--- config.mk ---
export PLATFORM = sky130hd
export DESIGN_NAME = bis_top
export DESIGN_NICKNAME = d
export VERILOG_FILES = /design/src/core/bis_pkg.sv /design/src/core/bis_sync.sv /design/src/core/bis_tick.sv /design/src/core/bis_top.sv
export SDC_FILE = /design/constraint.sdc
export NUM_CORES = 1
export LEC_CHECK = 0
export BUFFER_PORTS_ARGS = -buffer_cell sky130_fd_sc_hd__buf_4
export CAP_MARGIN = 0
export CORE_MARGIN = 1.5
export CORE_UTILIZATION = 50
export CTS_BUF_LIST = sky130_fd_sc_hd__clkbuf_8
export DETAILED_ROUTE_END_ITERATION = 10
export GPL_TIMING_DRIVEN = 0
export PLACE_DENSITY = 0.71
export REMOVE_ABC_BUFFERS = 1
export SYNTH_ARGS = -nofsm -noshare
export SYNTH_HDL_FRONTEND = slang
export SYNTH_HIERARCHICAL = 1
export SYNTH_SLANG_ARGS = --single-unit
--- constraint.sdc ---
create_clock -name clk -period 11.24 [get_ports clk]
set_clock_uncertainty 0.15 [all_clocks]
set_input_delay 2.81 -clock clk [delete_from_list [all_inputs] [get_ports clk]]
set_output_delay 2.81 -clock clk [all_outputs]
set_load 0.01 [all_outputs]
--- src/core/bis_pkg.sv ---
// bis_pkg: constants shared by the burner input supervision block
package bis_pkg;
	// clock and timebase
	localparam int CLK_NS = 4;
	localparam int TICK_NS = 1000000;
	localparam int TICK_CYC = TICK_NS / CLK_NS;
	// flame response times in milliseconds
	localparam int FLAME_RESP_MS = 1000;
	localparam logic [16:0] LOSS_BASE_MS = 17'(FLAME_RESP_MS - 1);
	localparam logic [15:0] FACTORY_FLAMEOUT_EXT_MS = 16'd1911;
	// optical detector test intervals in milliseconds
	localparam int OPT_TEST_SLOW_MS = 300000;
	localparam int OPT_TEST_FAST_MS = 5000;
	localparam logic [18:0] OPT_TEST_SLOW_CNT = 19'(OPT_TEST_SLOW_MS - 1);
	localparam logic [18:0] OPT_TEST_FAST_CNT = 19'(OPT_TEST_FAST_MS - 1);
	// proof contact modes
	localparam logic [1:0] PROOF_OFF = 2'h0;
	localparam logic [1:0] PROOF_CLOSED = 2'h1;
	localparam logic [1:0] PROOF_CHANGE = 2'h2;
	localparam logic [1:0] FACTORY_PROOF_MODE = PROOF_CLOSED;
	// lockout codes
	localparam logic [7:0] LOC_NONE = 8'h00;
	localparam logic [7:0] LOC_NO_FLAME = 8'h02;
	localparam logic [7:0] LOC_CHANNEL_DROP = 8'h07;
	localparam logic [7:0] LOC_PROOF = 8'h0e;
	localparam logic [7:0] LOW_GAS_LOCKOUT_CODE = 8'h14;
	localparam logic [7:0] LOC_HIGH_GAS = 8'h15;
	// phase shown during start prevention
	localparam logic [7:0] PHASE_PREVENT = 8'h5a;
	// restart limit: settings below this allow none
	localparam logic [2:0] RESTART_FIRST = 3'h2;
	// intensity scaling: percent = raw * 101 / 256
	localparam logic [14:0] PCT_MUL = 15'h0065;
	localparam int PCT_SHIFT = 8;
endpackage : bis_pkg

--- src/core/bis_sync.sv ---
// bis_sync: two flip-flop synchroniser for asynchronous pin levels
`timescale 1ns/1ps
module bis_sync #(
	parameter int W = 1
) (
	input wire logic clk,
	input wire logic rst_b,
	input wire logic [W-1:0] din,
	output logic [W-1:0] dout
);
	// first stage, read only by the second
	logic [W-1:0] meta_ff;

	// two stages, reset to the safe open level
	always_ff @(posedge clk or negedge rst_b) begin
		if (!rst_b) begin
			meta_ff <= '0;
			dout <= '0;
		end else begin
			meta_ff <= din;
			dout <= meta_ff;
		end
	end
endmodule : bis_sync

--- src/core/bis_tick.sv ---
// bis_tick: common millisecond timebase for all supervision timers
`timescale 1ns/1ps
module bis_tick #(
	parameter int DIV = bis_pkg::TICK_CYC
) (
	input wire logic clk,
	input wire logic rst_b,
	output logic tick
);
	// divider counter, 32 bits covers any sane division
	logic [31:0] cnt_ff;

	// one-cycle tick every DIV clocks
	always_ff @(posedge clk or negedge rst_b) begin
		if (!rst_b) begin
			cnt_ff <= 32'h0;
			tick <= 1'b0;
		end else if (cnt_ff == 32'(DIV - 1)) begin
			cnt_ff <= 32'h0;
			tick <= 1'b1;
		end else begin
			cnt_ff <= cnt_ff + 32'h1;
			tick <= 1'b0;
		end
	end
endmodule : bis_tick

--- src/core/bis_top.sv ---
// bis_top: supervision of gas pressure, proof contact and flame inputs
// Summary of operation
// - setting 0: low gas gives shutdown, prevention
// - prevention: yellow lamp, loop on, phase 90
// - gas pressure back: restart automatically
// - setting 1: low gas locks out, code 20
// - window 0: evaluate from 30, not safety times
// - window 1: evaluate only in operation
// - proof mode 0: contact ignored entirely
// - proof mode 1: closed at startup, shutdown
// - proof mode 2: also open entering operation
// - wrong proof level locks out, code 14
// - proof mode defaults to 1
// - max gas watched from second interval
// - max gas opens: lock code 21
// - flame channels combined OR or AND
// - no extension: react within one second
// - extension adds to one second base
// - extension defaults to 1.911 seconds
// - flame-on response fixed, not adjustable
// - optical test every 5 min or 5 s
// - restart count limited by setting
// - flame intensity reported as percent
// - AND mode: channel drop locks, code 7
// - OR mode: no flame locks, code 2
`timescale 1ns/1ps
module bis_top #(
	parameter int TICK_DIV = bis_pkg::TICK_CYC
) (
	input wire logic clk,
	input wire logic rst_b,
	input wire logic gas_min_ok,
	input wire logic gas_max_ok,
	input wire logic valve_closure_proof,
	input wire logic flame_ion,
	input wire logic flame_opt,
	input wire logic [7:0] ion_raw,
	input wire logic [7:0] opt_raw,
	input wire logic [7:0] seq_phase,
	input wire logic seq_from_30,
	input wire logic seq_safety1,
	input wire logic seq_safety2,
	input wire logic seq_operation,
	input wire logic second_interval_time,
	input wire logic seq_startup,
	input wire logic seq_shutdown,
	input wire logic seq_enter_op,
	input wire logic seq_safety_end,
	input wire logic seq_standby,
	input wire logic cfg_loss_resp,
	input wire logic cfg_eval_window,
	input wire logic cfg_gmax_en,
	input wire logic cfg_flame_and,
	input wire logic cfg_test_fast,
	input wire logic [2:0] cfg_restart_lim,
	input wire logic cfg_wr,
	input wire logic [1:0] cfg_proof_mode,
	input wire logic [15:0] cfg_flameout_ext_ms,
	input wire logic unlock_req,
	output logic lockout,
	output logic [7:0] lockout_code,
	output logic start_prevent,
	output logic yellow_lamp,
	output logic safety_loop_on,
	output logic [7:0] phase_code,
	output logic safety_shutdown,
	output logic restart_req,
	output logic flame_ok,
	output logic opt_test_req,
	output logic [6:0] ion_pct,
	output logic [6:0] opt_pct
);
	// released reset copy
	logic rst_meta_ff;
	logic rst_sync_b;
	// synchronised pin levels
	logic [4:0] pins_s;
	logic gmin_s, gmax_s, proof_s, ion_s, opt_s;
	// millisecond tick
	logic tick;
	// held configuration
	logic [1:0] proof_mode_ff;
	logic [15:0] flameout_ext_ff;
	// lockout state
	logic lock_ff;
	logic [7:0] code_ff;
	logic fault_any;
	logic [7:0] fault_code;
	// start prevention state
	logic prevent_ff;
	// individual fault conditions
	logic gmin_eval, gmin_fail, gmax_fail, proof_fail;
	logic flame_any, flame_comb, flame_lost, loss_fire;
	logic no_flame_end, restart_ok;
	logic [16:0] loss_cnt_ff;
	logic [16:0] loss_lim;
	logic [18:0] opt_cnt_ff;
	logic [18:0] opt_lim;
	logic [2:0] restarts_ff;
	logic [2:0] restart_allow;
	logic [14:0] ion_prod, opt_prod;

	// reset release through two flops, assertion stays asynchronous
	always_ff @(posedge clk or negedge rst_b) begin
		if (!rst_b) begin
			rst_meta_ff <= 1'b0;
			rst_sync_b <= 1'b0;
		end else begin
			rst_meta_ff <= 1'b1;
			rst_sync_b <= rst_meta_ff;
		end
	end

	// switches and detectors come from the field, asynchronous
	bis_sync #(
		.W(5)
	) u_sync (
		.clk(clk),
		.rst_b(rst_sync_b),
		.din({gas_min_ok, gas_max_ok, valve_closure_proof, flame_ion, flame_opt}),
		.dout(pins_s)
	);
	assign {gmin_s, gmax_s, proof_s, ion_s, opt_s} = pins_s;

	bis_tick #(
		.DIV(TICK_DIV)
	) u_tick (
		.clk(clk),
		.rst_b(rst_sync_b),
		.tick(tick)
	);

	// configuration held here so factory values exist after reset
	always_ff @(posedge clk or negedge rst_sync_b) begin
		if (!rst_sync_b) begin
			proof_mode_ff <= bis_pkg::FACTORY_PROOF_MODE;
			flameout_ext_ff <= bis_pkg::FACTORY_FLAMEOUT_EXT_MS;
		end else if (cfg_wr) begin
			proof_mode_ff <= cfg_proof_mode;
			flameout_ext_ff <= cfg_flameout_ext_ms;
		end
	end

	// window 0 skips both safety times
	assign gmin_eval = cfg_eval_window ? seq_operation
		: (seq_from_30 && !seq_safety1 && !seq_safety2);
	assign gmin_fail = gmin_eval && !gmin_s && !prevent_ff;

	// max gas only from the second interval
	assign gmax_fail = cfg_gmax_en && second_interval_time && !gmax_s;

	// proof contact checks; mode 0 never looks at the input
	always_comb begin
		proof_fail = 1'b0;
		case (proof_mode_ff)
			bis_pkg::PROOF_OFF: begin
				proof_fail = 1'b0;
			end
			// closed check only, wire link passes
			bis_pkg::PROOF_CLOSED: begin
				proof_fail = (seq_startup || seq_shutdown) && !proof_s;
			end
			// must also open at operation entry
			bis_pkg::PROOF_CHANGE: begin
				proof_fail = ((seq_startup || seq_shutdown) && !proof_s) || (seq_enter_op && proof_s);
			end
			default: begin
				proof_fail = 1'b0;
			end
		endcase
	end

	assign flame_any = ion_s || opt_s;
	assign flame_comb = cfg_flame_and ? (ion_s && opt_s) : flame_any;
	assign flame_lost = seq_operation && !flame_comb;

	assign loss_lim = bis_pkg::LOSS_BASE_MS + {1'b0, flameout_ext_ff};

	// flame-out timer, counts milliseconds of lost flame; a used restart starts it over
	// so that one long loss cannot eat every restart in consecutive cycles
	always_ff @(posedge clk or negedge rst_sync_b) begin
		if (!rst_sync_b) begin
			loss_cnt_ff <= 17'h0;
		end else if (!flame_lost || lock_ff || (!fault_any && !cfg_flame_and && loss_fire && restart_ok)) begin
			loss_cnt_ff <= 17'h0;
		end else if (tick && loss_cnt_ff < loss_lim) begin
			loss_cnt_ff <= loss_cnt_ff + 17'h1;
		end
	end
	assign loss_fire = flame_lost && loss_cnt_ff >= loss_lim;

	// no flame when the safety time ends
	assign no_flame_end = seq_safety_end && !flame_any;

	// settings 0 and 1 allow none
	assign restart_allow = (cfg_restart_lim >= bis_pkg::RESTART_FIRST)
		? (cfg_restart_lim - 3'h1) : 3'h0;
	assign restart_ok = restarts_ff < restart_allow;

	// fault priority: low gas, high gas, proof, flame
	always_comb begin
		fault_any = 1'b1;
		fault_code = bis_pkg::LOC_NONE;
		if (gmin_fail && cfg_loss_resp) begin
			fault_code = bis_pkg::LOW_GAS_LOCKOUT_CODE;
		end else if (gmax_fail) begin
			fault_code = bis_pkg::LOC_HIGH_GAS;
		end else if (proof_fail) begin
			fault_code = bis_pkg::LOC_PROOF;
		end else if (loss_fire && cfg_flame_and) begin
			fault_code = bis_pkg::LOC_CHANNEL_DROP;
		end else if ((loss_fire || no_flame_end) && !restart_ok) begin
			fault_code = bis_pkg::LOC_NO_FLAME;
		end else begin
			fault_any = 1'b0;
		end
	end

	// lockout latch; a new fault in the unlock cycle wins
	always_ff @(posedge clk or negedge rst_sync_b) begin
		if (!rst_sync_b) begin
			lock_ff <= 1'b0;
			code_ff <= bis_pkg::LOC_NONE;
		end else if (fault_any && !lock_ff) begin
			lock_ff <= 1'b1;
			code_ff <= fault_code;
		end else if (lock_ff && unlock_req && !fault_any) begin
			// only an unlock request clears it
			lock_ff <= 1'b0;
			code_ff <= bis_pkg::LOC_NONE;
		end
	end

	// start prevention on low gas with loss setting 0
	always_ff @(posedge clk or negedge rst_sync_b) begin
		if (!rst_sync_b) begin
			prevent_ff <= 1'b0;
		end else if (lock_ff) begin
			prevent_ff <= 1'b0;
		end else if (gmin_fail && !cfg_loss_resp) begin
			prevent_ff <= 1'b1;
		end else if (prevent_ff && gmin_s) begin
			prevent_ff <= 1'b0;
		end
	end

	// restart counter, cleared in standby; flame restarts use it
	always_ff @(posedge clk or negedge rst_sync_b) begin
		if (!rst_sync_b) begin
			restarts_ff <= 3'h0;
		end else if (seq_standby || lock_ff) begin
			restarts_ff <= 3'h0;
		end else if (!fault_any && !cfg_flame_and && (loss_fire || no_flame_end) && restart_ok) begin
			restarts_ff <= restarts_ff + 3'h1;
		end else if (!fault_any && cfg_flame_and && no_flame_end && restart_ok) begin
			restarts_ff <= restarts_ff + 3'h1;
		end
	end

	// shutdown and restart pulses towards the sequencer
	always_ff @(posedge clk or negedge rst_sync_b) begin
		if (!rst_sync_b) begin
			safety_shutdown <= 1'b0;
			restart_req <= 1'b0;
		end else begin
			// shutdown pulse on gas loss with loss setting 0 or restartable flame loss
			safety_shutdown <= !lock_ff && !fault_any
				&& ((gmin_fail && !cfg_loss_resp) || ((loss_fire || no_flame_end) && restart_ok));
			// restart when gas returns or a restart remains
			restart_req <= !lock_ff && !fault_any
				&& ((prevent_ff && gmin_s) || ((loss_fire || no_flame_end) && restart_ok));
		end
	end

	// status outputs, all registered
	always_ff @(posedge clk or negedge rst_sync_b) begin
		if (!rst_sync_b) begin
			lockout <= 1'b0;
			lockout_code <= bis_pkg::LOC_NONE;
			start_prevent <= 1'b0;
			yellow_lamp <= 1'b0;
			safety_loop_on <= 1'b0;
			phase_code <= 8'h00;
		end else begin
			lockout <= lock_ff;
			lockout_code <= code_ff;
			start_prevent <= prevent_ff;
			// lamp, loop and phase during prevention
			yellow_lamp <= prevent_ff;
			safety_loop_on <= !lock_ff;
			phase_code <= prevent_ff ? bis_pkg::PHASE_PREVENT : seq_phase;
		end
	end

	// flame-on path has no setting; synchroniser plus one register only
	always_ff @(posedge clk or negedge rst_sync_b) begin
		if (!rst_sync_b) begin
			flame_ok <= 1'b0;
		end else begin
			flame_ok <= flame_comb;
		end
	end

	assign opt_lim = cfg_test_fast ? bis_pkg::OPT_TEST_FAST_CNT : bis_pkg::OPT_TEST_SLOW_CNT;

	// test timer runs in operation only; switching speed keeps the count, so one past the new limit requests at the next tick
	always_ff @(posedge clk or negedge rst_sync_b) begin
		if (!rst_sync_b) begin
			opt_cnt_ff <= 19'h0;
			opt_test_req <= 1'b0;
		end else if (!seq_operation) begin
			opt_cnt_ff <= 19'h0;
			opt_test_req <= 1'b0;
		end else if (tick && opt_cnt_ff >= opt_lim) begin
			opt_cnt_ff <= 19'h0;
			opt_test_req <= 1'b1;
		end else begin
			opt_cnt_ff <= tick ? (opt_cnt_ff + 19'h1) : opt_cnt_ff;
			opt_test_req <= 1'b0;
		end
	end

	assign ion_prod = {7'h00, ion_raw} * bis_pkg::PCT_MUL;
	assign opt_prod = {7'h00, opt_raw} * bis_pkg::PCT_MUL;
	always_ff @(posedge clk or negedge rst_sync_b) begin
		if (!rst_sync_b) begin
			ion_pct <= 7'h00;
			opt_pct <= 7'h00;
		end else begin
			ion_pct <= ion_prod[bis_pkg::PCT_SHIFT +: 7];
			opt_pct <= opt_prod[bis_pkg::PCT_SHIFT +: 7];
		end
	end
endmodule : bis_top

Word level (Yosys, flattened, before mapping) --
Cells that the tools add are included.
Word-level totals: flip-flop bits (word level) 149
Operators by class: equal/unequal tests 4, reduce and logical (&&, ||, !) cells 61, order comparisons 5, multiply operators 2, muxes and demuxes 35, $add $sub $neg 6
Operators by type and width (count):
- $mux W19 | 4
- $logic_and A1 B1 Y1 | 34
- $mux W17 | 2
- $add A32 B1 Y32 const B | 1
- $eq A32 B18 Y1 const B | 1
- $mux W32 | 1
- $mul A8 B7 Y15 const B | 2
- $mux W8 | 3
- $add A19 B1 Y19 const B | 1
- $ge A19 B19 Y1 | 1
- $add A10 B16 Y17 const A | 1
- $add A17 B1 Y17 const B | 1
- $ge A17 B17 Y1 | 1
- $lt A17 B17 Y1 | 1
- $mux W1 | 15
- $mux W3 | 5
- $logic_not A1 Y1 | 14
- $mux W5 | 2
- $logic_or A1 B1 Y1 | 9
- $reduce_bool A3 Y1 | 2
- $mux W4 | 1
- $reduce_bool A2 Y1 | 2
- $add A3 B1 Y3 const B | 1
- $ge A3 B2 Y1 const B | 1
- other kinds (7) | 7

Depth between registers and ports, before layout --
Gate-level depths: netlist of run 1.
word-level depth 19, mapped depth 17, gate-level depth less buffers 16

By module --
The synthesis of run 1 kept the hierarchy.
By module, submodules not included:
- bis_top | sequential area each 2514.9 µm², area an instance 6972.9 µm², cells each 708, times used 1
- bis_tick | sequential area each 825.8 µm², area an instance 1596.5 µm², cells each 152, times used 1
- bis_sync | sequential area each 250.2 µm², area an instance 250.2 µm², cells each 10, times used 1

Worst setup path after synthesis of run 1 --
No wires, ideal clock.
kind input to register, start point input port opt_raw[1], end point register opt_pct[6], setup slack 5.368 ns, library setup time 0.080 ns, arrival time 5.642 ns, stages on the path 14, cells stage by stage ha_1 > inv_1 > fa_1 > inv_1 > ha_1 > inv_1 > fa_1 > inv_1 > ha_1 > a41o_1 > o211a_1 > o21a_1 > nor2_1 > xnor2_1
On the way: word-level cells in the longest chain between the ends 1
Ends and longest elaborated chain:
- start, declared | RTL line bis_top.sv:38 | input wire logic [7:0] opt_raw,
- $mul A8 B7 Y15 | RTL line bis_top.sv:324 | assign opt_prod = {7'h00, opt_raw} * bis_pkg::PCT_MUL;
- net opt_prod[14] | RTL line bis_top.sv:101 | logic [14:0] ion_prod, opt_prod;
- end signal, assigned | RTL line bis_top.sv:331 | opt_pct <= opt_prod[bis_pkg::PCT_SHIFT +: 7];
- end, declared | RTL line bis_top.sv:71 | output logic [6:0] opt_pct
The timed path passes the listed nets, and every way through them passes these cells. A chain may end at the register's enable or synchronous reset.

Worst setup path in the final report of run 1 --
start point input port ion_raw[2], end point register ion_pct[6]
On the way: word-level cells in the longest chain between the ends 1
Ends and longest elaborated chain:
- start, declared | RTL line bis_top.sv:37 | input wire logic [7:0] ion_raw,
- $mul A8 B7 Y15 | RTL line bis_top.sv:323 | assign ion_prod = {7'h00, ion_raw} * bis_pkg::PCT_MUL;
- net ion_prod[14] | RTL line bis_top.sv:101
- end signal, assigned | RTL line bis_top.sv:330 | ion_pct <= ion_prod[bis_pkg::PCT_SHIFT +: 7];
- end, declared | RTL line bis_top.sv:70 | output logic [6:0] ion_pct,
The timed path passes the listed nets, and every way through them passes these cells.

==> impl_metrics.json, run 1 <==
{
  "status": "completed",
  "peakVddDrop_mv": 0.142,
  "rsz0062_at_grt": "false",
  "sw_frac_of_total": 0.300,
  "cts_resized": 0,
  "clkPwrFrac": 0.300,
  "track_usage": 0.202,
  "postRouteAntennaNets": 0,
  "grt_pass1_wl_um": 29500,
  "dieHeight_um": 136,
  "cts-root-buf": "clkbuf_8",
  "yosys-top-cells-area": "dfrtp_1, ha_1, xnor2_1, xor2_1, dfstp_2",
  "p_per_area_nw_per_um2": 131,
  "ios": 107,
  "ff2ff_path_depth": 16,
  "via_per_inst": 5.42,
  "r2r-end": "loss_cnt_ff[2]",
  "synth_area_sq_um": 8820,
  "tns_ns": 0,
  "tightest_slew_ns": 0.830,
  "post_cts_buffers": 0,
  "leakage_nw": 4.91,
  "arrival_ns": 5.94,
  "drive_above_1_share": 0.190,
  "first_iter_violations": 333,
  "synth.top_cell.area_share": 0.377,
  "slew_viol_final": 0,
  "seq_power_share": 0.450,
  "fin_crit_sh": 0.508,
  "start_kind": "primary input",
  "ys_async_sr_fraction": 1.00,
  "synth.largest_area_cell": "dfrtp_1",
  "dp_hpwl_um": 13200,
  "cp-startpoint": "ion_raw[2]",
  "first_pass_iters": 5,
  "synth_seq_area_share": 0.407,
  "grt_pass1_vias": 6414,
  "portBuffers": 103,
  "regArea_sq_um": 3590,
  "cp_max_fo": 4,
  "yosysWarnings": 6,
  "place_congestion": 0.841,
  "synth_edf_count": 0,
  "final_nets": 1171,
  "grt_antenna_before_repair": 0,
  "drv_cap": 0,
  "cpMostUsedCell": "inv_1",
  "slowest_stage": "fa_1",
  "synthCells": 870,
  "clock_path_buffers": 2,
  "critPathKind": "primary input to flop",
  "synth.distinct_cells": 68,
  "combPwrFrac": 0.249,
  "grt_overflow": 0,
  "cts_sinks": 143,
  "yosysMostFrequentCell": "dfrtp_1",
  "multi_input_area_sq_um": 4880,
  "vias": 6596,
  "die-area_sq_um": 18400,
  "place_inst": 1185,
  "cts-hold-fix-buffers": 0,
  "antenna_cells": 0,
  "clk_latency_ns": 0.46,
  "ys_ff_latch": 143,
  "path_buf_inv": 5,
  "final.fill_count": 1509,
  "slowest_delay_ns": 0.50,
  "clk_pin_slew_ns": 0.08,
  "relSlewSlack": 0.445,
  "crit_family": "adder cells",
  "end_kind": "flop",
  "instances_no_fill": 1216,
  "r2r_start": "flameout_ext_ff[0]",
  "wl_per_cell_um": 14.0,
  "grt_max_degree": 71,
  "hold_class": "flop to asynchronous set/reset pin",
  "initial_utilization": 0.512,
  "hold_violations": 0,
  "syn_avg_cell_area_sq_um": 10.1,
  "syn_to_final_growth_pct": 15.8,
  "p_switching_uw": 400,
  "p_int_uw": 934,
  "fin_crit_ns": 5.71,
  "drc": 0,
  "max_freq_mhz": 175,
  "cts_buffers": 17,
  "synth_flop_cell": "dfrtp_1",
  "rows": 48,
  "die_width_um": 136,
  "worstPathCellList": "buf_4 -> ha_1 -> inv_1 -> fa_1 -> inv_1 -> ha_1 -> inv_1 -> fa_1 -> inv_1 -> ha_1 -> nand3_1 -> nand2_1 -> a41o_1 -> o211a_1 -> o21a_1 -> nor2_1 -> xnor2_1",
  "crit_required_ns": 11.47,
  "cts_max_level": 4,
  "drt-total-wl_um": 17100,
  "setup_viol": 0,
  "synthTopCellsByCount": "dfrtp_1, ha_1, nand2_1, nor2_1, inv_1",
  "cts_tree": "done",
  "core_sq_um": 17200,
  "r2r_setup_slack_ns": 6.87
}
-- metrics by stage --
| step | instance area, sq um | hold WS (ns) | power [mW] | worst slack [ns] | utilization |
|---|---|---|---|---|---|
| final | 10200 | 0.0642 | 1.33 | 5.53 | 0.593 |
| after global routing | 10200 | 0.0994 | 1.42 | 5.36 | 0.593 |
| after CTS | 10200 | 0.0775 | 1.35 | 5.54 | 0.593 |
| after detailed placement | 9820 | 0.0696 | 0.948 | 5.06 | 0.570 |
| after global placement | 9770 | 0.184 | 0.936 | 5.09 | 0.567 |
| after floorplan | 8710 | 0.181 | 0.814 | 5.37 | - |
-- layout by cell type (no fill, tap or decap), drive strengths merged, types with 23 or more instances in the layout --
master and instances:
dfrtp 133, o21ai 24, xor2 34, a21oi 37, inv 65, nand4 25, ha 115, nor3 23
nand2 69, nor2 69, xnor2 37, nand3 37, buf 105
-- power by group through the flow --
stage          clock network, mW  logic [mW]  registers, mW
3_5_place_dp                   0       0.338          0.611
2_1_floorplan                  0       0.188          0.626
3_3_place_gp                   0       0.317          0.619
5_1_grt                    0.433       0.381          0.607
4_1_cts                    0.413       0.339          0.601
6_report                   0.401       0.332          0.601
-- routing by layer --
layer  track usage  wire [um]
met5             0          0
met4        0.0705        244
met3        0.0567       1030
met2         0.318       7870
met1         0.269       7900
-- registers in the layout (all words and copies together), names as in the netlist, 2 cells and up --
name             count
u_tick/cnt_ff       32
opt_cnt_ff          19
loss_cnt_ff         17
flameout_ext_ff     16
phase_code           8
ion_pct              7
opt_pct              7
code_ff              5
lockout_code         5
u_sync/dout          5
u_sync/meta_ff       5
restarts_ff          3
proof_mode_ff        2
-- worst max-delay path by stage --
stage                      end  slack [ns]  cells past startpoint
global placement    ion_pct[6]        5.09                     17
detailed placement  ion_pct[6]        5.06                     17
global route        ion_pct[6]        5.36                     17
finish              ion_pct[6]        5.53                     17
floorplan           opt_pct[6]        5.37                     14
CTS                 ion_pct[6]        5.54                     17
-- cell type report --
cell class              count  area share
clock buffers              18      0.0243
clock inverters            13      0.0138
inverters                  63      0.0232
multi-input cells         649       0.478
flip-flops and latches    143       0.352
well taps                 225      0.0276
repair buffers            105      0.0811
-- logic make-up after synthesis --
logic type / Yosys count / share of synthesized area
AO/OA/AOI/OAI: 120 / 0.0905
multiplexers: 19 / 0.0237
AND/OR/NAND/NOR: 312 / 0.186
flip-flops: 143 / 0.407
buffers and inverters: 80 / 0.0400
adder cells (fa/ha/maj): 123 / 0.181
other: 2 / 0.000852
XOR/XNOR: 71 / 0.0705
(Power assumes the default switching activity.)
==> run 2: changes to the inputs <==
Settings changed: PLACE_DENSITY 0.71 to 0.74.
Clock period 11.24 ns to 5.02 ns, I/O delays scaled along.
==> run 2 against run 1 <==
  * Sequential share of layout area is 0.18 points lower
  * Routed wire length grew 2.1%
  * Critical path depth is 1 lower
  * Combinational power rose by 130%
  * Clock-buffer cell count increased by 1
  * Largest power group unchanged
  * Highest routed layer is now met5
==> impl_metrics.json, run 2 (same netlist as run 1, synthesis figures left out) <==
{
  "status": "completed",
  "vias": 6645,
  "grt_pass1_wl_um": 30100,
  "final_nets": 1172,
  "seq_power_share": 0.434,
  "max_freq_mhz": 227,
  "grt_max_degree": 71,
  "core_sq_um": 17200,
  "cts-root-buf": "clkbuf_8",
  "final_common_cell": "dfrtp_1",
  "finish.instance_area_sq_um": 10300,
  "wl_per_cell_um": 14.3,
  "largestRegisters": "u_tick/cnt_ff x32, opt_cnt_ff x19, loss_cnt_ff x17",
  "relSlewSlack": 0.479,
  "die-area_sq_um": 18400,
  "largest-register": "u_tick/cnt_ff",
  "hold_violations": 0,
  "leakage_nw": 4.94,
  "drt-total-wl_um": 17400,
  "hold_class": "flop to flop",
  "tns_ns": 0,
  "combPwrFrac": 0.244,
  "grt_overflow": 0,
  "start_kind": "flop",
  "clkPwrFrac": 0.322,
  "fin_crit_ns": 4.40,
  "end_kind": "flop",
  "setup_slack_ns": 0.621,
  "p_per_area_nw_per_um2": 301,
  "rows": 48,
  "ios": 107,
  "drive_above_1_share": 0.189,
  "sw_frac_of_total": 0.287,
  "clk_latency_ns": 0.46,
  "clock_path_buffers": 2,
  "place_congestion": 0.822,
  "tightest_slew_ns": 0.776,
  "cts_buffers": 17,
  "cts_tree": "done",
  "layout_common_cells": "dfrtp_1, ha_1, buf_4, nor2_1, nand2_1",
  "critPathKind": "flop to flop",
  "dp_hpwl_um": 13100,
  "slew_viol_final": 0,
  "arrival_ns": 4.55,
  "postRouteAntennaNets": 0,
  "cts_sinks": 143,
  "total_power_mw": 3.09,
  "peakVddDrop_mv": 0.339,
  "largest_reg_flops": 32,
  "crit_required_ns": 5.17,
  "track_usage": 0.205,
  "grt_pass1_vias": 6448,
  "portBuffers": 103,
  "p_switching_uw": 887,
  "fin_crit_sh": 0.876,
  "grt_antenna_before_repair": 2,
  "p_int_mw": 2.20,
  "die_width_um": 136,
  "rsz0062_at_grt": "false",
  "first_pass_iters": 5,
  "dieHeight_um": 136,
  "cp_max_fo": 17,
  "syn_to_final_growth_pct": 16.4,
  "place_ws_ns": 0.397,
  "dpl_cell_area_sq_um": 9820,
  "first_iter_violations": 308,
  "initial_utilization": 0.512,
  "cts_max_level": 4,
  "clk_pin_slew_ns": 0.08,
  "via_per_inst": 5.46,
  "drc": 0,
  "setup_viol": 0,
  "drv_cap": 0
}
run 2: changes by cell type in the layout (fill, tap and decap cells not counted):
cell / before / now
diode_2: 0 / 1
bufinv_16: 2 / 4
dlygate4sd3_1: 0 / 1
clkinv_4: 4 / 2
inv_6: 2 / 0
clkbuf_8: 18 / 19
run 2: power groups by stage:
stage | clock network (mW) | registers, mW | logic, mW
global route | 1.06 | 1.35 | 0.861
floorplan | 0 | 1.40 | 0.421
CTS | 1.01 | 1.34 | 0.767
detailed placement | 0 | 1.36 | 0.761
global placement | 0 | 1.38 | 0.711
finish | 0.993 | 1.34 | 0.754
run 2: worst max-delay path, cell delays in order (launching register included):
cell      delay, ns
dfstp_2        0.54
inv_1          0.07
ha_1           0.22
nand2b_1       0.09
a31oi_1        0.15
nand2_1        0.14
and2_1         0.15
nand4_1        0.14
or2_2          0.32
ha_1           0.33
nand4_2        0.15
nor4_2         0.34
a211oi_1       0.12
and3_4         0.23
or2_4          0.28
o311ai_4       0.68
nor2_1         0.12
run 2: cell type report:
cell class                 count  area, sq um
antenna                        1         2.50
clock buffer                  19          262
clock inverter                11          166
fill                        1452         6970
inverter                      63          236
multi-input combinational    649         4880
sequential                   143         3590
tap                          225          282
timing repair buffer         106          838
run 2: final timing paths:
check                                    from             end  slack, ns  cells after the start
max                        flameout_ext_ff[0]  loss_cnt_ff[3]       0.62                     16
min                         u_sync/meta_ff[2]  u_sync/dout[2]       0.20                      0
max reg2reg                flameout_ext_ff[0]  loss_cnt_ff[3]       0.62                     16
min in group asynchronous          rst_sync_b      opt_pct[4]       0.21                      1
min reg2reg                 u_sync/meta_ff[2]  u_sync/dout[2]       0.20                      0
max in group asynchronous          rst_sync_b   opt_cnt_ff[4]       3.87                      2
run 2: repair_timing:
item,4_1_cts,5_1_grt
resized for setup,0,0
hold buffers,1,0
setup buffers,0,0
hold endpoints to repair,4,0
run 2: per-layer routing:
layer	vias to the layer above	share of wire	track usage
li1	3305	-	-
met5	-	0.00098	0
met2	145	0.47	0.333
met1	3169	0.46	0.268
met4	2	0.014	0.0609
met3	24	0.057	0.0559
run 2: per-stage QoR:
| stage | cells | hold WS, ns | util |
|---|---|---|---|
| 2_1_floorplan | 855 | 0.181 | - |
| 3_5_place_dp | 1185 | -0.0271 | 0.570 |
| 6_report | 1217 | 0.203 | 0.596 |
| 5_1_grt | 1216 | 0.205 | 0.595 |
| 3_3_place_gp | 1183 | 0.185 | 0.567 |
| 4_1_cts | 1216 | 0.206 | 0.595 |
==> run 3: changes to the inputs <==
Settings changed: SYNTH_HIERARCHICAL 1 to not set.
==> run 3 against run 2 <==
  * Clock power fell by 5.0%
  * Combinational power is 5.0% lower
  * Synthesized area down 2.5%
  * Sequential power about the same
  * First-iteration DRC count is 29% higher
  * Maximum frequency down 4.0%
  * Critical path type unchanged
==> impl_metrics.json, run 3 <==
{
  "synth.top_cell.area_share": 0.387,
  "cp_max_fo": 14,
  "finish.instance_area_sq_um": 10100,
  "clk_latency_ns": 0.45,
  "grt_antenna_before_repair": 0,
  "largest_reg_flops": 32,
  "synth_seq_area_share": 0.417,
  "setup_slack_ns": 0.440,
  "rows": 47,
  "dieHeight_um": 134,
  "largest-register": "u_tick.cnt_ff",
  "synthCells": 838,
  "max_freq_mhz": 218,
  "core_sq_um": 16700,
  "clk_pin_slew_ns": 0.08,
  "grt_max_degree": 68,
  "die_width_um": 134,
  "post_cts_buffers": 0,
  "grt_overflow": 0,
  "first_pass_iters": 4,
  "r2r_start": "flameout_ext_ff[0]",
  "final_nets": 1141,
  "final.fill_count": 1383,
  "tightest_slew_ns": 1.33,
  "leakage_nw": 4.94,
  "critPathKind": "flop to flop",
  "worstPathCellList": "inv_1 -> ha_1 -> nand2b_1 -> a31oi_1 -> nand2_1 -> and2_1 -> nand4_1 -> or2_2 -> ha_1 -> and4_1 -> a221o_1 -> or4_1 -> nor4b_1 -> xnor2_1 -> nor2_1",
  "multi_input_area_sq_um": 4710,
  "cp-startpoint": "flameout_ext_ff[0]",
  "syn_to_final_growth_pct": 16.9,
  "hold_ws_ns": 0.129,
  "synthTopCellsByCount": "dfrtp_1, ha_1, nor2_1",
  "slowest_stage": "or4_1",
  "dp_hpwl_um": 12500,
  "cts-hold-fix-buffers": 0,
  "first_iter_violations": 396,
  "fin_crit_sh": 0.912,
  "dpl_cell_area_sq_um": 9640,
  "syn_avg_cell_area_sq_um": 10.3,
  "rsz0062_at_grt": "false",
  "setup_viol": 0,
  "drt-total-wl_um": 16500,
  "peakVddDrop_mv": 0.237,
  "arrival_ns": 4.76,
  "total_power_mw": 2.99,
  "grt_pass1_wl_um": 28500,
  "portBuffers": 103,
  "regArea_sq_um": 3590,
  "slowest_delay_ns": 0.78,
  "crit_required_ns": 5.20,
  "drc": 0,
  "grt_pass1_vias": 6261,
  "cts-root-buf": "clkbuf_8",
  "yosysMostFrequentCell": "dfrtp_1",
  "die-area_sq_um": 18000,
  "final_common_cell": "dfrtp_1",
  "drive_above_1_share": 0.188,
  "ys_async_sr_fraction": 1.00,
  "end_kind": "flop",
  "synth.largest_area_cell": "dfrtp_1",
  "yosys-top-cells-area": "dfrtp_1, ha_1, xnor2_1, dfstp_2, nor2_1",
  "cts_sinks": 143,
  "relSlewSlack": 0.104,
  "ios": 107,
  "synth_flop_cell": "dfrtp_1",
  "p_per_area_nw_per_um2": 298,
  "layout_common_cells": "dfrtp_1, ha_1, buf_4, nor2_1, nand2_1",
  "cpMostUsedCell": "ha_1",
  "cts_tree": "done",
  "cts_resized": 0,
  "path_buf_inv": 1,
  "track_usage": 0.197,
  "postRouteAntennaNets": 0,
  "crit_family": "simple AND/OR/NAND/NOR gates",
  "place_congestion": 0.807,
  "start_kind": "flop",
  "initial_utilization": 0.515,
  "synth_area_sq_um": 8600,
  "antenna_cells": 0,
  "synth_edf_count": 0,
  "hold_class": "flop to asynchronous set/reset pin",
  "hold_violations": 0,
  "drv_cap": 0,
  "ys_ff_latch": 143,
  "final_util": 0.602,
  "largestRegisters": "u_tick.cnt_ff x32, opt_cnt_ff x19, loss_cnt_ff x17",
  "synth.distinct_cells": 66,
  "place_ws_ns": 0.365,
  "slew_viol_final": 0,
  "cts_max_level": 4,
  "clock_path_buffers": 2,
  "vias": 6272,
  "fin_crit_ns": 4.58,
  "wl_per_cell_um": 13.9,
  "status": "completed",
  "via_per_inst": 5.31,
  "cts_buffers": 17,
  "yosysWarnings": 0
}
[run 3: kinds of logic (layout without fill, tap and decap cells)]
kind of cell               Yosys count  count (layout)  synth area share
DFF                                143             143             0.417
AOI/OAI and AO/OA                  113             113            0.0874
adders and majority gates          123             123             0.186
and+or+nand+nor                    288             288             0.171
xor gates and xnor gates            74              74            0.0753
muxes                               20              20            0.0255
buffers and inverters               75             197            0.0361
other                                2               4          0.000873
[run 3: worst paths after layout]
kind                            slack [ns]               to  cells after the start
worst min-delay path                  0.13       ion_pct[3]                      0
worst min register to register        0.13       ion_pct[3]                      0
worst max-delay path                  0.44  loss_cnt_ff[16]                     15
min in group clk                      0.20   u_sync.dout[4]                      0
max in group asynchronous             3.91      restart_req                      1
worst max register to register        0.44  loss_cnt_ff[16]                     15
[run 3: metrics by stage]
step,TNS (ns),cells
4_1_cts,0,1182
6_report,0,1182
2_1_floorplan,0,824
3_3_place_gp,-139.26,1147
3_5_place_dp,0,1150
5_1_grt,0,1182
[run 3: layer usage]
layer / share of wire / global-route usage / routed length [um]
met1: 0.45 / 0.249 / 7440
met2: 0.50 / 0.334 / 8160
met3: 0.036 / 0.0457 / 589
met4: 0.017 / 0.0627 / 285
met5: 0 / 0 / 0
[run 3: area by class of cell]
| type | instances | area share |
|---|---|---|
| multi-input cells | 622 | 0.469 |
| flip-flops and latches | 143 | 0.358 |
| repair buffers | 106 | 0.0835 |
| clock buffers | 20 | 0.0274 |
| well taps | 220 | 0.0274 |
| inverters | 59 | 0.0220 |
| clock inverters | 12 | 0.0133 |
[run 3: where the power goes]
group	leakage, nW	switching (mW)	internal, mW
Combinational	2.89	0.364	0.352
Clock	0.211	0.459	0.484
Sequential	1.84	0.0686	1.26
Total	4.94	0.892	2.10
[run 3: worst reg2reg max path: stages (launching register included)]
cell and delay, ns:
dfstp_2 0.54, inv_1 0.07, ha_1 0.23, nand2b_1 0.09, a31oi_1 0.14, nand2_1 0.13
and2_1 0.15, nand4_1 0.15, or2_2 0.35, ha_1 0.30, and4_1 0.25, a221o_1 0.42
or4_1 0.78, nor4b_1 0.50, xnor2_1 0.17, nor2_1 0.06
